<file path="src/inc/svd_pkg.sv">
// Purpose: Shared constants and types for the supply voltage detector.
// Assumes: 20 MHz peripheral bus clock, one clock domain.
// Notes:   Byte addresses on a 5-bit register port, 32-bit data.
package svd_pkg;

  // ---------------------------------------------------------------
  // Register map (byte addresses)
  // ---------------------------------------------------------------
  localparam int unsigned ADDR_W = 5;
  localparam logic [4:0] CTRL_OFS = 5'h00; // voltage_detect_control
  localparam logic [4:0] CLR_OFS  = 5'h04; // Clear alias
  localparam logic [4:0] SET_OFS  = 5'h08; // Set alias
  localparam logic [4:0] INV_OFS  = 5'h0C; // Invert alias
  localparam logic [4:0] STAT_OFS = 5'h10; // Interrupt status
  localparam logic [4:0] MASK_OFS = 5'h14; // Interrupt mask

  // ---------------------------------------------------------------
  // Control register fields
  // ---------------------------------------------------------------
  localparam int unsigned ENABLE_BIT    = 15;
  localparam int unsigned STOP_IDLE_BIT = 13;
  localparam int unsigned DIR_BIT       = 11;
  localparam int unsigned BG_BIT        = 10;
  localparam int unsigned IREF_BIT      = 9;
  localparam int unsigned EVT_BIT       = 8;
  localparam int unsigned LEVEL_LSB     = 0;
  localparam int unsigned LEVEL_W       = 4;
  localparam logic [31:0] CTRL_WR_MASK  = 32'h0000A80F;
  localparam logic [LEVEL_W-1:0] LEVEL_EXT       = 4'hF;
  localparam logic [LEVEL_W-1:0] LEVEL_MIN_VALID = 4'h5;
  localparam logic [LEVEL_W-1:0] LEVEL_RESET     = 4'h0;

  // ---------------------------------------------------------------
  // Interrupt status and mask fields
  // ---------------------------------------------------------------
  localparam int unsigned IRQ_W          = 2;
  localparam int unsigned IRQ_DETECT_BIT = 0;
  localparam int unsigned IRQ_REFOK_BIT  = 1;
  localparam logic [IRQ_W-1:0] IRQ_RESET = 2'h0;

  // ---------------------------------------------------------------
  // Carrier types
  // ---------------------------------------------------------------
  typedef struct packed {
    logic comp_above;  // Monitored voltage at or above trip point
    logic bandgap_ok;  // Band gap stable
    logic ref_ok;      // Internal reference stable
  } svd_analog_s;

  typedef struct packed {
    logic               enable;
    logic               stop_in_idle;
    logic               crossing_direction;
    logic [LEVEL_W-1:0] trip_level_code;
  } svd_ctrl_s;

  typedef struct packed {
    logic [ADDR_W-1:0] addr;
    logic [31:0]       wdata;
    logic              wr;
    logic              rd;
  } svd_bus_req_s;

  typedef struct packed {
    svd_ctrl_s         ctrl;
    logic              run;
    logic              evt_active;
    logic              ref_ok_d;
    logic [IRQ_W-1:0]  irq_status;
    logic [IRQ_W-1:0]  irq_mask;
    logic [31:0]       rdata;
  } svd_state_s;

  localparam svd_ctrl_s CTRL_RESET = '{enable: 1'b0, stop_in_idle: 1'b0,
    crossing_direction: 1'b0, trip_level_code: LEVEL_RESET};

endpackage

</file>
<file path="src/rtl/svd_sync.sv">
// Purpose: Two-flop synchroniser for the analog status levels.
// Assumes: Inputs are slow levels from the analog detector.
// Notes:   First stage feeds only the second stage.
`timescale 1ns/1ps
module svd_sync (
  input  wire logic                 sys_clk_in,
  input  wire logic                 nrst_in,
  input  wire svd_pkg::svd_analog_s raw_in,
  output svd_pkg::svd_analog_s      sync_out
);

  typedef struct packed {
    svd_pkg::svd_analog_s meta;
    svd_pkg::svd_analog_s stable;
  } svd_sync_s;

  svd_sync_s state_reg;
  svd_sync_s state_next;

  // Shift the raw level through both stages
  always_comb begin
    state_next.meta   = raw_in;
    state_next.stable = state_reg.meta;
  end

  // Flags read as unstable until the analog side proves otherwise
  always_ff @(posedge sys_clk_in or negedge nrst_in) begin
    if (!nrst_in) begin
      state_reg <= '0;
    end else begin
      state_reg <= state_next;
    end
  end

  assign sync_out = state_reg.stable;

endmodule // svd_sync

</file>
<file path="src/rtl/svd_ctrl.sv">
// Purpose: Control and status logic of the supply voltage detector.
// Assumes: Analog comparator, references and trip ladder sit outside;
//          register port is a single-cycle strobe port, no wait states.
// Notes:   Control register with clear, set and invert aliases, plus
//          an interrupt status and mask pair driving one level output.
//
// Operation
// - Raise the detect interrupt flag when voltage crosses trip point.
// - Enable bit 15 powers detection; no events while disabled.
// - Bit 13 set stops the detector while the device is idle.
// - Bit 11 picks rising-or-equal or strictly falling (below) crossing.
// - Read-only bit 10 shows band gap stability, resets to zero.
// - Bit 9 shows reference stability; no flag while it is zero.
// - Read-only bit 8 is high while a detection event is active.
// - Bits 3 to 0 hold the trip level code, read/write, reset zero.
// - Code 1111 compares the external sense input with band gap.
// - Codes 1110 to 0101 select internal trip levels, low to high.
// - Clear, set and invert aliases sit at plus 4, 8 and C.
// - Unimplemented bits read as zero and ignore writes.
`timescale 1ns/1ps
module svd_ctrl (
  input  wire logic                  sys_clk_in,
  input  wire logic                  nrst_in,
  input  wire svd_pkg::svd_bus_req_s bus_req_in,
  output logic [31:0]                rdata_out,
  input  wire logic                  idle_in,
  input  wire svd_pkg::svd_analog_s  analog_in,
  output logic                       detector_enable_out,
  output logic [3:0]                 trip_level_code_out,
  output logic                       ext_sense_select_out,
  output logic                       crossing_direction_out,
  output logic                       detect_event_active_out,
  output logic                       irq_out
);

  // -----------------------------------------------------------------
  // Helper functions
  // -----------------------------------------------------------------

  // Field packing lives in functions so the aliases, the direct write
  // and the readback all agree on one bit layout.
  // Unpack the writable bits of a control word
  function automatic svd_pkg::svd_ctrl_s ctrl_from_word(
    input logic [31:0] word
  );
    svd_pkg::svd_ctrl_s c;
    c.enable             = word[svd_pkg::ENABLE_BIT];
    c.stop_in_idle       = word[svd_pkg::STOP_IDLE_BIT];
    c.crossing_direction = word[svd_pkg::DIR_BIT];
    c.trip_level_code    =
      word[svd_pkg::LEVEL_LSB +: svd_pkg::LEVEL_W];
    return c;
  endfunction

  // Pack the writable bits back into a word, all others zero
  function automatic logic [31:0] ctrl_to_word(
    input svd_pkg::svd_ctrl_s c
  );
    logic [31:0] w;
    w = '0;
    w[svd_pkg::ENABLE_BIT]    = c.enable;
    w[svd_pkg::STOP_IDLE_BIT] = c.stop_in_idle;
    w[svd_pkg::DIR_BIT]       = c.crossing_direction;
    w[svd_pkg::LEVEL_LSB +: svd_pkg::LEVEL_W] = c.trip_level_code;
    return w;
  endfunction

  // Widen the interrupt field to a bus word
  function automatic logic [31:0] irq_to_word(
    input logic [svd_pkg::IRQ_W-1:0] bits
  );
    logic [31:0] w;
    w = '0;
    w[svd_pkg::IRQ_W-1:0] = bits;
    return w;
  endfunction

  // True when a write strobe hits the given register offset
  function automatic logic wr_hit(
    input svd_pkg::svd_bus_req_s      req,
    input logic [svd_pkg::ADDR_W-1:0] ofs
  );
    return req.wr && (req.addr == ofs);
  endfunction

  // True when a read strobe hits the given register offset
  function automatic logic rd_hit(
    input svd_pkg::svd_bus_req_s      req,
    input logic [svd_pkg::ADDR_W-1:0] ofs
  );
    return req.rd && (req.addr == ofs);
  endfunction

  // Control word as software sees it, hardware flags merged in;
  // the flags are live, so a read shows their synchronised levels, not the raw analog inputs
  function automatic logic [31:0] ctrl_readback(
    input logic [31:0]          word,
    input svd_pkg::svd_analog_s flags,
    input logic                 evt
  );
    logic [31:0] w;
    w = word;
    w[svd_pkg::BG_BIT]   = flags.bandgap_ok;
    w[svd_pkg::IREF_BIT] = flags.ref_ok;
    w[svd_pkg::EVT_BIT]  = evt;
    return w;
  endfunction

  // -----------------------------------------------------------------
  // Synchronised analog status
  // -----------------------------------------------------------------
  svd_pkg::svd_analog_s analog_sync;

  // Each flag is synchronised on its own; flags that change together
  // may be seen one cycle apart from each other.
  // Analog levels arrive unclocked, so two flops before any logic
  svd_sync u_sync (
    .sys_clk_in (sys_clk_in),
    .nrst_in    (nrst_in),
    .raw_in     (analog_in),
    .sync_out   (analog_sync)
  );

  // -----------------------------------------------------------------
  // State and decode
  // -----------------------------------------------------------------
  svd_pkg::svd_state_s state_reg;
  svd_pkg::svd_state_s state_next;

  logic        wr_ctrl;
  logic        wr_clr;
  logic        wr_set;
  logic        wr_inv;
  logic        wr_mask;
  logic        rd_stat;
  logic [31:0] wr_bits;
  logic [31:0] ctrl_word;
  logic [31:0] ctrl_upd;
  logic        run_now;
  logic        level_valid;
  logic        crossed;
  logic        evt_now;
  logic        evt_rise;
  logic        ref_rise;
  logic [svd_pkg::IRQ_W-1:0] irq_set;

  // Address decode of the strobes; the port carries one address, so
  // at most one of these can be high in any cycle
  always_comb begin
    wr_ctrl = wr_hit(bus_req_in, svd_pkg::CTRL_OFS);
    wr_clr  = wr_hit(bus_req_in, svd_pkg::CLR_OFS);
    wr_set  = wr_hit(bus_req_in, svd_pkg::SET_OFS);
    wr_inv  = wr_hit(bus_req_in, svd_pkg::INV_OFS);
    wr_mask = wr_hit(bus_req_in, svd_pkg::MASK_OFS);
    rd_stat = rd_hit(bus_req_in, svd_pkg::STAT_OFS);
    // Read-only and unimplemented bits never reach storage
    wr_bits = bus_req_in.wdata & svd_pkg::CTRL_WR_MASK;
  end

  // Aliases act only on bits written as one, so software can change
  // one field without a read-modify-write that might race an update.
  // Control word update, direct write or one of the aliases
  always_comb begin
    ctrl_word = ctrl_to_word(state_reg.ctrl);
    ctrl_upd  = ctrl_word;
    if (wr_ctrl) begin
      ctrl_upd = wr_bits;
    end else if (wr_clr) begin
      ctrl_upd = ctrl_word & ~wr_bits;
    end else if (wr_set) begin
      ctrl_upd = ctrl_word | wr_bits;
    end else if (wr_inv) begin
      ctrl_upd = ctrl_word ^ wr_bits;
    end
  end

  // -----------------------------------------------------------------
  // Detection qualification
  // -----------------------------------------------------------------

  // Run is run_now (enable and not idle-stopped) one cycle old and also drives the analog side, so
  // its comparator output is believed from the first powered cycle.
  // The detector runs only when enabled and not halted by idle
  always_comb begin
    run_now = state_reg.ctrl.enable
      && !(idle_in && state_reg.ctrl.stop_in_idle);
    // Reserved codes select no trip level, so they never detect;
    // code 1111 and 1110..0101 are all at or above the minimum
    level_valid = (state_reg.ctrl.trip_level_code >=
                   svd_pkg::LEVEL_MIN_VALID);
    // Equal counts as crossed only in the rising direction
    crossed = state_reg.ctrl.crossing_direction
            ? analog_sync.comp_above
            : !analog_sync.comp_above;
    // An unstable reference suppresses the event entirely
    evt_now = state_reg.run && run_now && level_valid && crossed
            && analog_sync.ref_ok;
  end

  // Without the edge, a level that stays true would set the sticky
  // flag again right after every status read.
  // Edge detection turns levels into one-shot interrupt sources
  always_comb begin
    evt_rise = evt_now && !state_reg.evt_active;
    ref_rise = analog_sync.ref_ok && !state_reg.ref_ok_d;
    irq_set  = '0;
    irq_set[svd_pkg::IRQ_DETECT_BIT] = evt_rise;
    irq_set[svd_pkg::IRQ_REFOK_BIT]  = ref_rise;
  end

  // -----------------------------------------------------------------
  // Next state
  // -----------------------------------------------------------------

  // One process builds the whole next state, so every field has one
  // driver and one place that states its update rule.
  always_comb begin
    state_next            = state_reg;
    state_next.ctrl       = ctrl_from_word(ctrl_upd);
    state_next.run        = run_now;
    state_next.evt_active = evt_now;
    state_next.ref_ok_d   = analog_sync.ref_ok;

    // Set wins over clear, so software never loses an event that
    // arrives in the very cycle of its status read.
    // Read clears the sticky bits, a same-cycle event still lands
    if (rd_stat) begin
      state_next.irq_status = irq_set;
    end else begin
      state_next.irq_status = state_reg.irq_status | irq_set;
    end

    // Only the implemented mask bits are kept, the rest read as zero
    if (wr_mask) begin
      state_next.irq_mask = bus_req_in.wdata[svd_pkg::IRQ_W-1:0];
    end

    // Read data stands for exactly one cycle, zero otherwise
    state_next.rdata = '0;
    if (bus_req_in.rd) begin
      case (bus_req_in.addr)
        svd_pkg::CTRL_OFS,
        svd_pkg::CLR_OFS,
        svd_pkg::SET_OFS,
        svd_pkg::INV_OFS: begin
          state_next.rdata = ctrl_readback(ctrl_word, analog_sync,
            state_reg.evt_active);
        end
        svd_pkg::STAT_OFS: begin
          state_next.rdata = irq_to_word(state_reg.irq_status);
        end
        svd_pkg::MASK_OFS: begin
          state_next.rdata = irq_to_word(state_reg.irq_mask);
        end
        default: begin
          state_next.rdata = '0; // Unmapped reads return zero
        end
      endcase
    end
  end

  // -----------------------------------------------------------------
  // State register
  // -----------------------------------------------------------------

  // Limitation: after any reset the detector stays off until software
  // enables it again; no setting survives a reset.
  // Everything clears at reset, so the detector starts powered down
  always_ff @(posedge sys_clk_in or negedge nrst_in) begin
    if (!nrst_in) begin
      state_reg.ctrl       <= svd_pkg::CTRL_RESET;
      state_reg.run        <= 1'b0;
      state_reg.evt_active <= 1'b0;
      state_reg.ref_ok_d   <= 1'b0;
      state_reg.irq_status <= svd_pkg::IRQ_RESET;
      state_reg.irq_mask   <= svd_pkg::IRQ_RESET;
      state_reg.rdata      <= '0;
    end else begin
      state_reg <= state_next;
    end
  end

  // -----------------------------------------------------------------
  // Outputs
  // -----------------------------------------------------------------

  // External select follows the enable bit, so the sense pin is not
  // loaded while the detector is disabled; stop-in-idle leaves it on.
  // Analog side controls come from flops; ext select ANDs two of them
  assign detector_enable_out     = state_reg.run;
  assign trip_level_code_out     = state_reg.ctrl.trip_level_code;
  assign ext_sense_select_out    = state_reg.ctrl.enable
    && (state_reg.ctrl.trip_level_code == svd_pkg::LEVEL_EXT);
  assign crossing_direction_out  = state_reg.ctrl.crossing_direction;
  assign detect_event_active_out = state_reg.evt_active;
  assign rdata_out               = state_reg.rdata;

  // Masking hides a flag without clearing it, so unmasking later shows
  // an event that happened while it was hidden.
  // Level interrupt, high while any unmasked sticky bit is set
  assign irq_out = |(state_reg.irq_status & state_reg.irq_mask);

endmodule // svd_ctrl

</file>
<file path="config.mk">
export PLATFORM = sky130hd
export DESIGN_NAME = svd_ctrl
export DESIGN_NICKNAME = d
export VERILOG_FILES = /design/src/inc/svd_pkg.sv /design/src/rtl/svd_sync.sv /design/src/rtl/svd_ctrl.sv
export SDC_FILE = /design/constraint.sdc
export NUM_CORES = 1
export LEC_CHECK = 0
export ABC_CLOCK_PERIOD_IN_PS = 4350
export BUFFER_PORTS_ARGS = -buffer_cell sky130_fd_sc_hd__buf_4
export CORE_MARGIN = 3
export CORE_UTILIZATION = 40
export CTS_CLUSTER_SIZE = 10
export DETAILED_ROUTE_END_ITERATION = 8
export PLACE_DENSITY = 0.74
export SLEW_MARGIN = 10
export SYNTH_ARGS = -nofsm -noshare
export SYNTH_HDL_FRONTEND = slang
export SYNTH_SLANG_ARGS = --single-unit
</file>
<file path="constraint.sdc">
create_clock -name sys_clk_in -period 4.35 [get_ports sys_clk_in]
set_input_delay 0.435 -clock sys_clk_in [delete_from_list [all_inputs] [get_ports sys_clk_in]]
set_output_delay 0.435 -clock sys_clk_in [all_outputs]
set_load 0.05 [all_outputs]
</file>
==> summary.txt, run 1 <==
Status
  – Status: finished, final reports clean

Synth
  – Netlist cell types: 35
  – Synth warn: 0
  – EDFF count, synth: 0
  – Post-synth top flop: dfrtp_1
  – Sequential fraction of the synthesis area: roughly two fifths
  – Mapped cell area: 1820 µm²
  – Async SR Flop Fraction: 100%
  – Syn Area/Cell: roughly 10 µm²
  – #FFs+latches synth: 30
  – Cells after Synth: between 150 and 200

GRT
  – Antenna violations before repair: 0
  – First-pass GRT wire length: around 5600 µm
  – Largest net degree at the start of global routing: 31
  – Total gr overflow: 0
  – Vias in the first global route: roughly 1,200
  – Gr usage total: between 10% and 20%

Critical path
  – Critical path class: reg2out
  – R2R setup slack: 2.85 ns
  – Worst Path Arrival: roughly 1.3 ns
  – Critical-path top delay cell: dfrtp_1
  – CP Launch Type: flop
  – R2R Path Start: trip_level_code_out[2]$_DFFE_PN0P_
  – CP peak stage delay: between 0.4 and 0.5 ns
  – Worst-path cell chain: inv_1, nor3_1, buf_4
  – R2R cell count: 5
  – Max FO, Critical Path: 6
  – Critical path data required time: slightly below 4 ns
  – CP Capture Type: output pin
  – Reg-to-reg critical path endpoint: trip_level_code_out[2]$_DFFE_PN0P_

CTS
  – CTS root buf: clkbuf_8
  – CTS Buffer Depth: 2
  – Setup Fix Bufs, Post-CTS: 0
  – H-tree depth: 2
  – # clock sinks: 30
  – Clk_lat worst skew: 0.28 ns
  – PostCTS Resize Cnt: 0
  – Worst-path clk slew: roughly 0.06 ns
  – # hold bufs at CTS: 0
  – CTS tree: done
  – CTS Buf Count: 5

Timing
  – Setup slack after layout: ~2.6 ns
  – Final setup vio count: 0
  – RSZ-0062 raised after global routing: false
  – Slew Limit Fails: 0
  – Min cycle time layout: 1.76 ns
  – Setup TNS: 0 ns
  – Skew final: between 0.003 and 0.004 ns
  – Final period util: about two fifths
  – Hold Vio Cnt, Final: 0
  – Hold WS: 0.0739 ns
  – Fmax: between 0.5 and 0.6 GHz

Flow run
  – Max Cap Viol: 0

Detailed routing
  – Vias per cell: about 4.9
  – Total Wirelength: ~3400 µm
  – DRT Pass-1 Iters: 4
  – 1st-iter DRT viols: 37
  – Post-DRT Antenna Nets: 0
  – Routed length per instance: around 14 µm
  – Vias: 1,226
  – DRC: 0

Finish
  – Max FFs per register: 10
  – Final core occ: around half
  – Synthesis-to-layout area growth: 11.0%
  – Layout cell share with drive strength beyond 1: between 20 and 30%
  – N_diodes: 0
  – Layout net count: 258
  – Finished Cell Area: approximately 2000 µm²

Floorplan
  – Initial Utilization: ~43%
  – # IOs: 86
  – Die area: 5400 µm²
  – Die height: approximately 73 µm
  – Num rows: 23
  – Core area: 4200 µm²
  – Die X: ~73 µm

Place
  – Post-DP Area: 1930 µm²
  – Gpl congestion: 0.786
  – # port buffers: 38
  – Place WS: ~2.5 ns
  – DP HPWL: ~2600 µm

Power
  – Max IR drop VDD: 137 µV
  – Power Dens Cells: between 400 and 500 nW/µm²
  – Leak Pwr: around 1.1 nW

Min path
  – Hold Path Class: in2async
-- through the flow --
stage / cells / power [W]
floorplan: 196 / 0.000564
global placement: 242 / 0.000603
finish: 250 / 0.000832
global route: 250 / 0.000885
detailed placement: 242 / 0.000613
CTS: 250 / 0.000841
-- routing by layer --
layer	GRT usage [%]	vias up	share of wire (%)
met1	17.4	596	43
met3	2.87	4	6.5
met2	22.4	43	49
met5	0	-	0
li1	-	583	-
met4	7.85	0	1.2
-- kinds of logic (layout without fill, tap and decap cells) --
| logic type | Yosys count | in the layout | share of synthesized area, % |
|---|---|---|---|
| compound gates | 27 | 27 | 11.2 |
| xor+xnor | 1 | 1 | 0.481 |
| fa+ha+maj | 14 | 14 | 9.62 |
| buf+inv | 58 | 62 | 20.8 |
| flops | 30 | 30 | 41.2 |
| mux | 11 | 11 | 6.46 |
| other cells | 1 | 22 | 0.206 |
| simple gates | 33 | 33 | 10.0 |
-- cell usage in the layout (no fill, tap or decap), types with 2 or more instances in the layout --
cell type  synthesis  final
buf_4             36     38
dfrtp_1           30     30
conb_1             1     22
inv_1             16     16
ha_1              14     14
nor2_1             8      8
nor3_1             6      6
mux2_2             6      6
clkbuf_8           0      6
mux2i_1            5      5
nand2_1            5      5
a22o_1             4      4
a21oi_1            4      4
and2_1             3      3
o31ai_1            3      3
or4_2              3      3
o2bb2ai_1          3      3
a21o_1             3      3
o21ai_0            3      3
nor2b_1            2      2
a22oi_1            2      2
-- worst max-delay path by stage --
| stage | start | to | cells after the start |
|---|---|---|---|
| 2_1_floorplan | trip_level_code_out[1]$_DFFE_PN0P_ | ext_sense_select_out | 2 |
| 3_3_place_gp | bus_req_in[35] | state_reg[35]$_DFF_PN0_ | 4 |
| 3_5_place_dp | bus_req_in[35] | state_reg[35]$_DFF_PN0_ | 4 |
| 4_1_cts | trip_level_code_out[1]$_DFFE_PN0P_ | ext_sense_select_out | 3 |
| 5_1_grt | trip_level_code_out[1]$_DFFE_PN0P_ | ext_sense_select_out | 3 |
| 6_report | trip_level_code_out[1]$_DFFE_PN0P_ | ext_sense_select_out | 3 |
-- synthesized netlist by cell type, types with 2 or more instances --
cell	count	area (µm²)
a21o_1	3	22.5
a21oi_1	4	20.0
a22o_1	4	35.0
a22oi_1	2	15.0
and2_1	3	18.8
buf_2	2	10.0
buf_4	36	270
buf_6	3	33.8
dfrtp_1	30	751
ha_1	14	175
inv_1	16	60.1
mux2_2	6	67.6
mux2i_1	5	50.1
nand2_1	5	18.8
nor2_1	8	30.0
nor2b_1	2	12.5
nor3_1	6	30.0
o21ai_0	3	15.0
o2bb2ai_1	3	26.3
o31ai_1	3	22.5
or4_2	3	26.3
-- final cells by class --
cell class	instances	area (µm²)
clock buffers	7	86.3
repair buffers	38	285
fillers	407	2180
well taps	50	62.6
inverters	16	60.1
clock inverters	1	5.00
multi-input cells	108	771
flip-flops and latches	30	751
-- report_power, final --
group          switching [W]  internal (W)  total, W
clock network      0.0000984      0.000127  0.000226
logic               0.000180     0.0000848  0.000265
registers          0.0000332      0.000309  0.000342
total               0.000311      0.000521  0.000832
-- critical path, delay by kind of cell, from the launching register on --
kind | cells | cell delay, ns
buffers and inverters | 2 | 0.34
and+or+nand+nor | 1 | 0.24
DFF | 1 | 0.47
No activity file was read; power rests on OpenSTA's default activity.
==> inputs of run 2 (changes only) <==
ABC_CLOCK_PERIOD_IN_PS = 1800   (was 4350)
clock period = 1.8 ns   (was 4.35 ns; I/O delays follow)
==> run 2 against run 1 <==
Sequential share of layout area shrank 0.92 points. Via count grew 2.2%. Non-clock buffer count grew 5. Critical path type is now reg2reg. Clock-buffer cell count shrank 1. Critical endpoint is now trip_level_code_out[2]$_DFFE_PN0P_. Cell count grew 2.0%. Combinational power grew 150%. Power grew 150%. Core utilization grew 1.2 points. Wire length grew 5.8%. Final area grew 2.5%. Global-route usage grew 0.15 points. Largest power group unchanged.
==> summary.txt, run 2 (synthesized netlist as in run 1, its figures left out) <==
Floorplan
  – Die height: 73.5 µm (unchanged)
  – Die X: 73.5 µm (unchanged)
  – Core area: 4200 µm² (unchanged)
  – Die area: 5400 µm² (unchanged)
  – Initial Utilization: 43.3% (unchanged)
  – # IOs: 86 (unchanged)
  – Num rows: 23 (unchanged)

Finish
  – N_diodes: 0 (unchanged)
  – Layout net count: 263 (+1.9%)
  – Layout cell share with drive strength beyond 1: 27.8% (+0.30 points)
  – Max FFs per register: 10 (unchanged)
  – Most frequent cells in the layout: buf_4 (39), dfrtp_1 (30), conb_1 (22)
  – Commonest non-fill, non-tap cell in the layout: buf_4
  – Synthesis-to-layout area growth: 13.8%
  – Final non-filler cell total: 255 (+2.0%)

CTS
  – # clock sinks: 30 (unchanged)
  – Worst-path clk slew: 0.07 ns (about the same)
  – CTS tree: done
  – Setup Fix Bufs, Post-CTS: 0 (unchanged)
  – CTS Buffer Depth: 2 (unchanged)
  – PostCTS Resize Cnt: 0 (unchanged)
  – Clk_lat worst skew: 0.28 ns (about the same)
  – H-tree depth: 2 (unchanged)
  – CTS root buf: clkbuf_8
  – # hold bufs at CTS: 4 (+4)
  – CTS Buf Count: 5 (unchanged)

Place
  – Post-Place Cells: 243 (+0.41%)
  – # port buffers: 38 (unchanged)
  – DP HPWL: 2690 µm (+2.6%)
  – Gpl congestion: 0.818 (+4.0%)

Timing
  – Skew final: 0.00809 ns (+0.00502 ns)
  – Min cycle time layout: 1.54 ns
  – RSZ-0062 raised after global routing: false
  – Final setup vio count: 0 (unchanged)
  – Setup TNS: 0 ns (unchanged)
  – Final period util: 85.6%
  – Hold Vio Cnt, Final: 0 (unchanged)
  – Fmax: roughly 0.65 GHz
  – Slew Limit Fails: 0 (unchanged)

GRT
  – Antenna violations before repair: 0 (unchanged)
  – Vias in the first global route: 1,204 (-1.2%)
  – Largest net degree at the start of global routing: 31 (unchanged)
  – Total gr overflow: 0 (unchanged)
  – Gr usage total: 14.1% (+0.15 points)
  – First-pass GRT wire length: 5700 µm (+0.97%)

Critical path
  – CP Launch Type: flop
  – Critical path class: reg2reg
  – Critical path data required time: 1.95 ns (-1.96 ns)
  – CP top delay family: flip-flops
  – Worst-path cell chain: inv_1, ha_1, mux2_2, a221oi_1, a21oi_1
  – Max FO, Critical Path: 4 (-2)
  – CP Capture Type: flop
  – CP Buf/Inv Count: 1 (-1)
  – Worst setup startpoint: trip_level_code_out[2]$_DFFE_PN0P_
  – CP peak stage delay: 0.42 ns (-0.05 ns)
  – R2R Path Start: trip_level_code_out[2]$_DFFE_PN0P_
  – Worst Path Arrival: 1.69 ns (+0.36 ns)
  – Critical-path top delay cell: dfrtp_1

Power
  – Max IR drop VDD: 411 µV (+200%)
  – Leak Pwr: 1.08 nW (+1.9%)
  – Power Dens Cells: 987 nW/µm² (+140%)

Detailed routing
  – 1st-iter DRT viols: 58 (+57%)
  – Routed length per instance: 14.3 µm (+3.7%)
  – Post-DRT Antenna Nets: 0 (unchanged)
  – DRC: 0 (unchanged)
  – DRT Pass-1 Iters: 4 (unchanged)
  – Vias: 1,253 (+2.2%)
  – Total Wirelength: 3650 µm (+5.8%)
  – Vias per cell: 4.91 (+0.20%)

Min path
  – Hold Startpoint: idle_in
  – Hold Path Class: in2reg

Flow run
  – Max Cap Viol: 0 (unchanged)

Status
  – Status: finished, final reports clean
run 2: changes by cell type in the layout (fill, tap and decap cells not counted), sizes merged:
cell and change:
buf +1, clkbuf -1, clkinvlp +1, dlygate4sd3 +4
run 2: metrics by stage:
stage	cell area, µm²	worst slack, ns	util (%)	total power (W)	hold slack (ns)
after floorplan	1900	0.0636	-	0.00136	-0.116
after global placement	1940	0.216	46.1	0.00146	0.125
after detailed placement	1940	0.211	46.1	0.00148	0.131
after CTS	2070	0.267	49.3	0.00206	0.106
after global routing	2070	0.142	49.3	0.00216	0.131
final	2070	0.260	49.3	0.00204	0.127
run 2: final timing paths:
kind	slack (ns)	endpoint	cells after the start
setup / recovery	0.26	trip_level_code_out[2]$_DFFE_PN0P_	5
min in group asynchronous	0.37	trip_level_code_out[0]$_DFFE_PN0P_	2
hold reg to reg	0.34	u_sync.sync_out[1]$_DFF_PN0_	0
max in group asynchronous	1.14	rdata_out[1]$_DFF_PN0_	2
hold / removal	0.13	detector_enable_out$_DFF_PN0_	2
setup reg to reg	0.26	trip_level_code_out[2]$_DFFE_PN0P_	5
run 2: power by group:
group | total (W) | internal [W] | leakage [nW] | switching, W
combinational | 0.000651 | 0.000212 | 0.654 | 0.000439
clock | 0.000569 | 0.000307 | 0.0472 | 0.000262
sequential | 0.000825 | 0.000745 | 0.378 | 0.0000792
run 2: metal layers:
layer	global-route usage, %	share of wire, %	routed length (µm)	vias to the layer above
met1	17.0	41	1480	595
met5	0	0	0	-
met3	3.42	7.5	272	7
met4	6.04	2.1	78	0
li1	-	-	-	598
met2	23.8	50	1810	53
run 2: final cells by class:
class                   count  area (µm²)
clock buffers               6        82.6
inverters                  16        60.1
repair buffers             43         333
clock inverters             2        12.5
flip-flops and latches     30         751
well taps                  50        62.6
multi-input cells         108         771
fillers                   407        2130
run 2: worst reg2reg max path, cell delays in order, from the launching register on:
cell and delay [ns]:
dfrtp_1 0.42, inv_1 0.14, ha_1 0.24, mux2_2 0.26
a221oi_1 0.28, a21oi_1 0.08
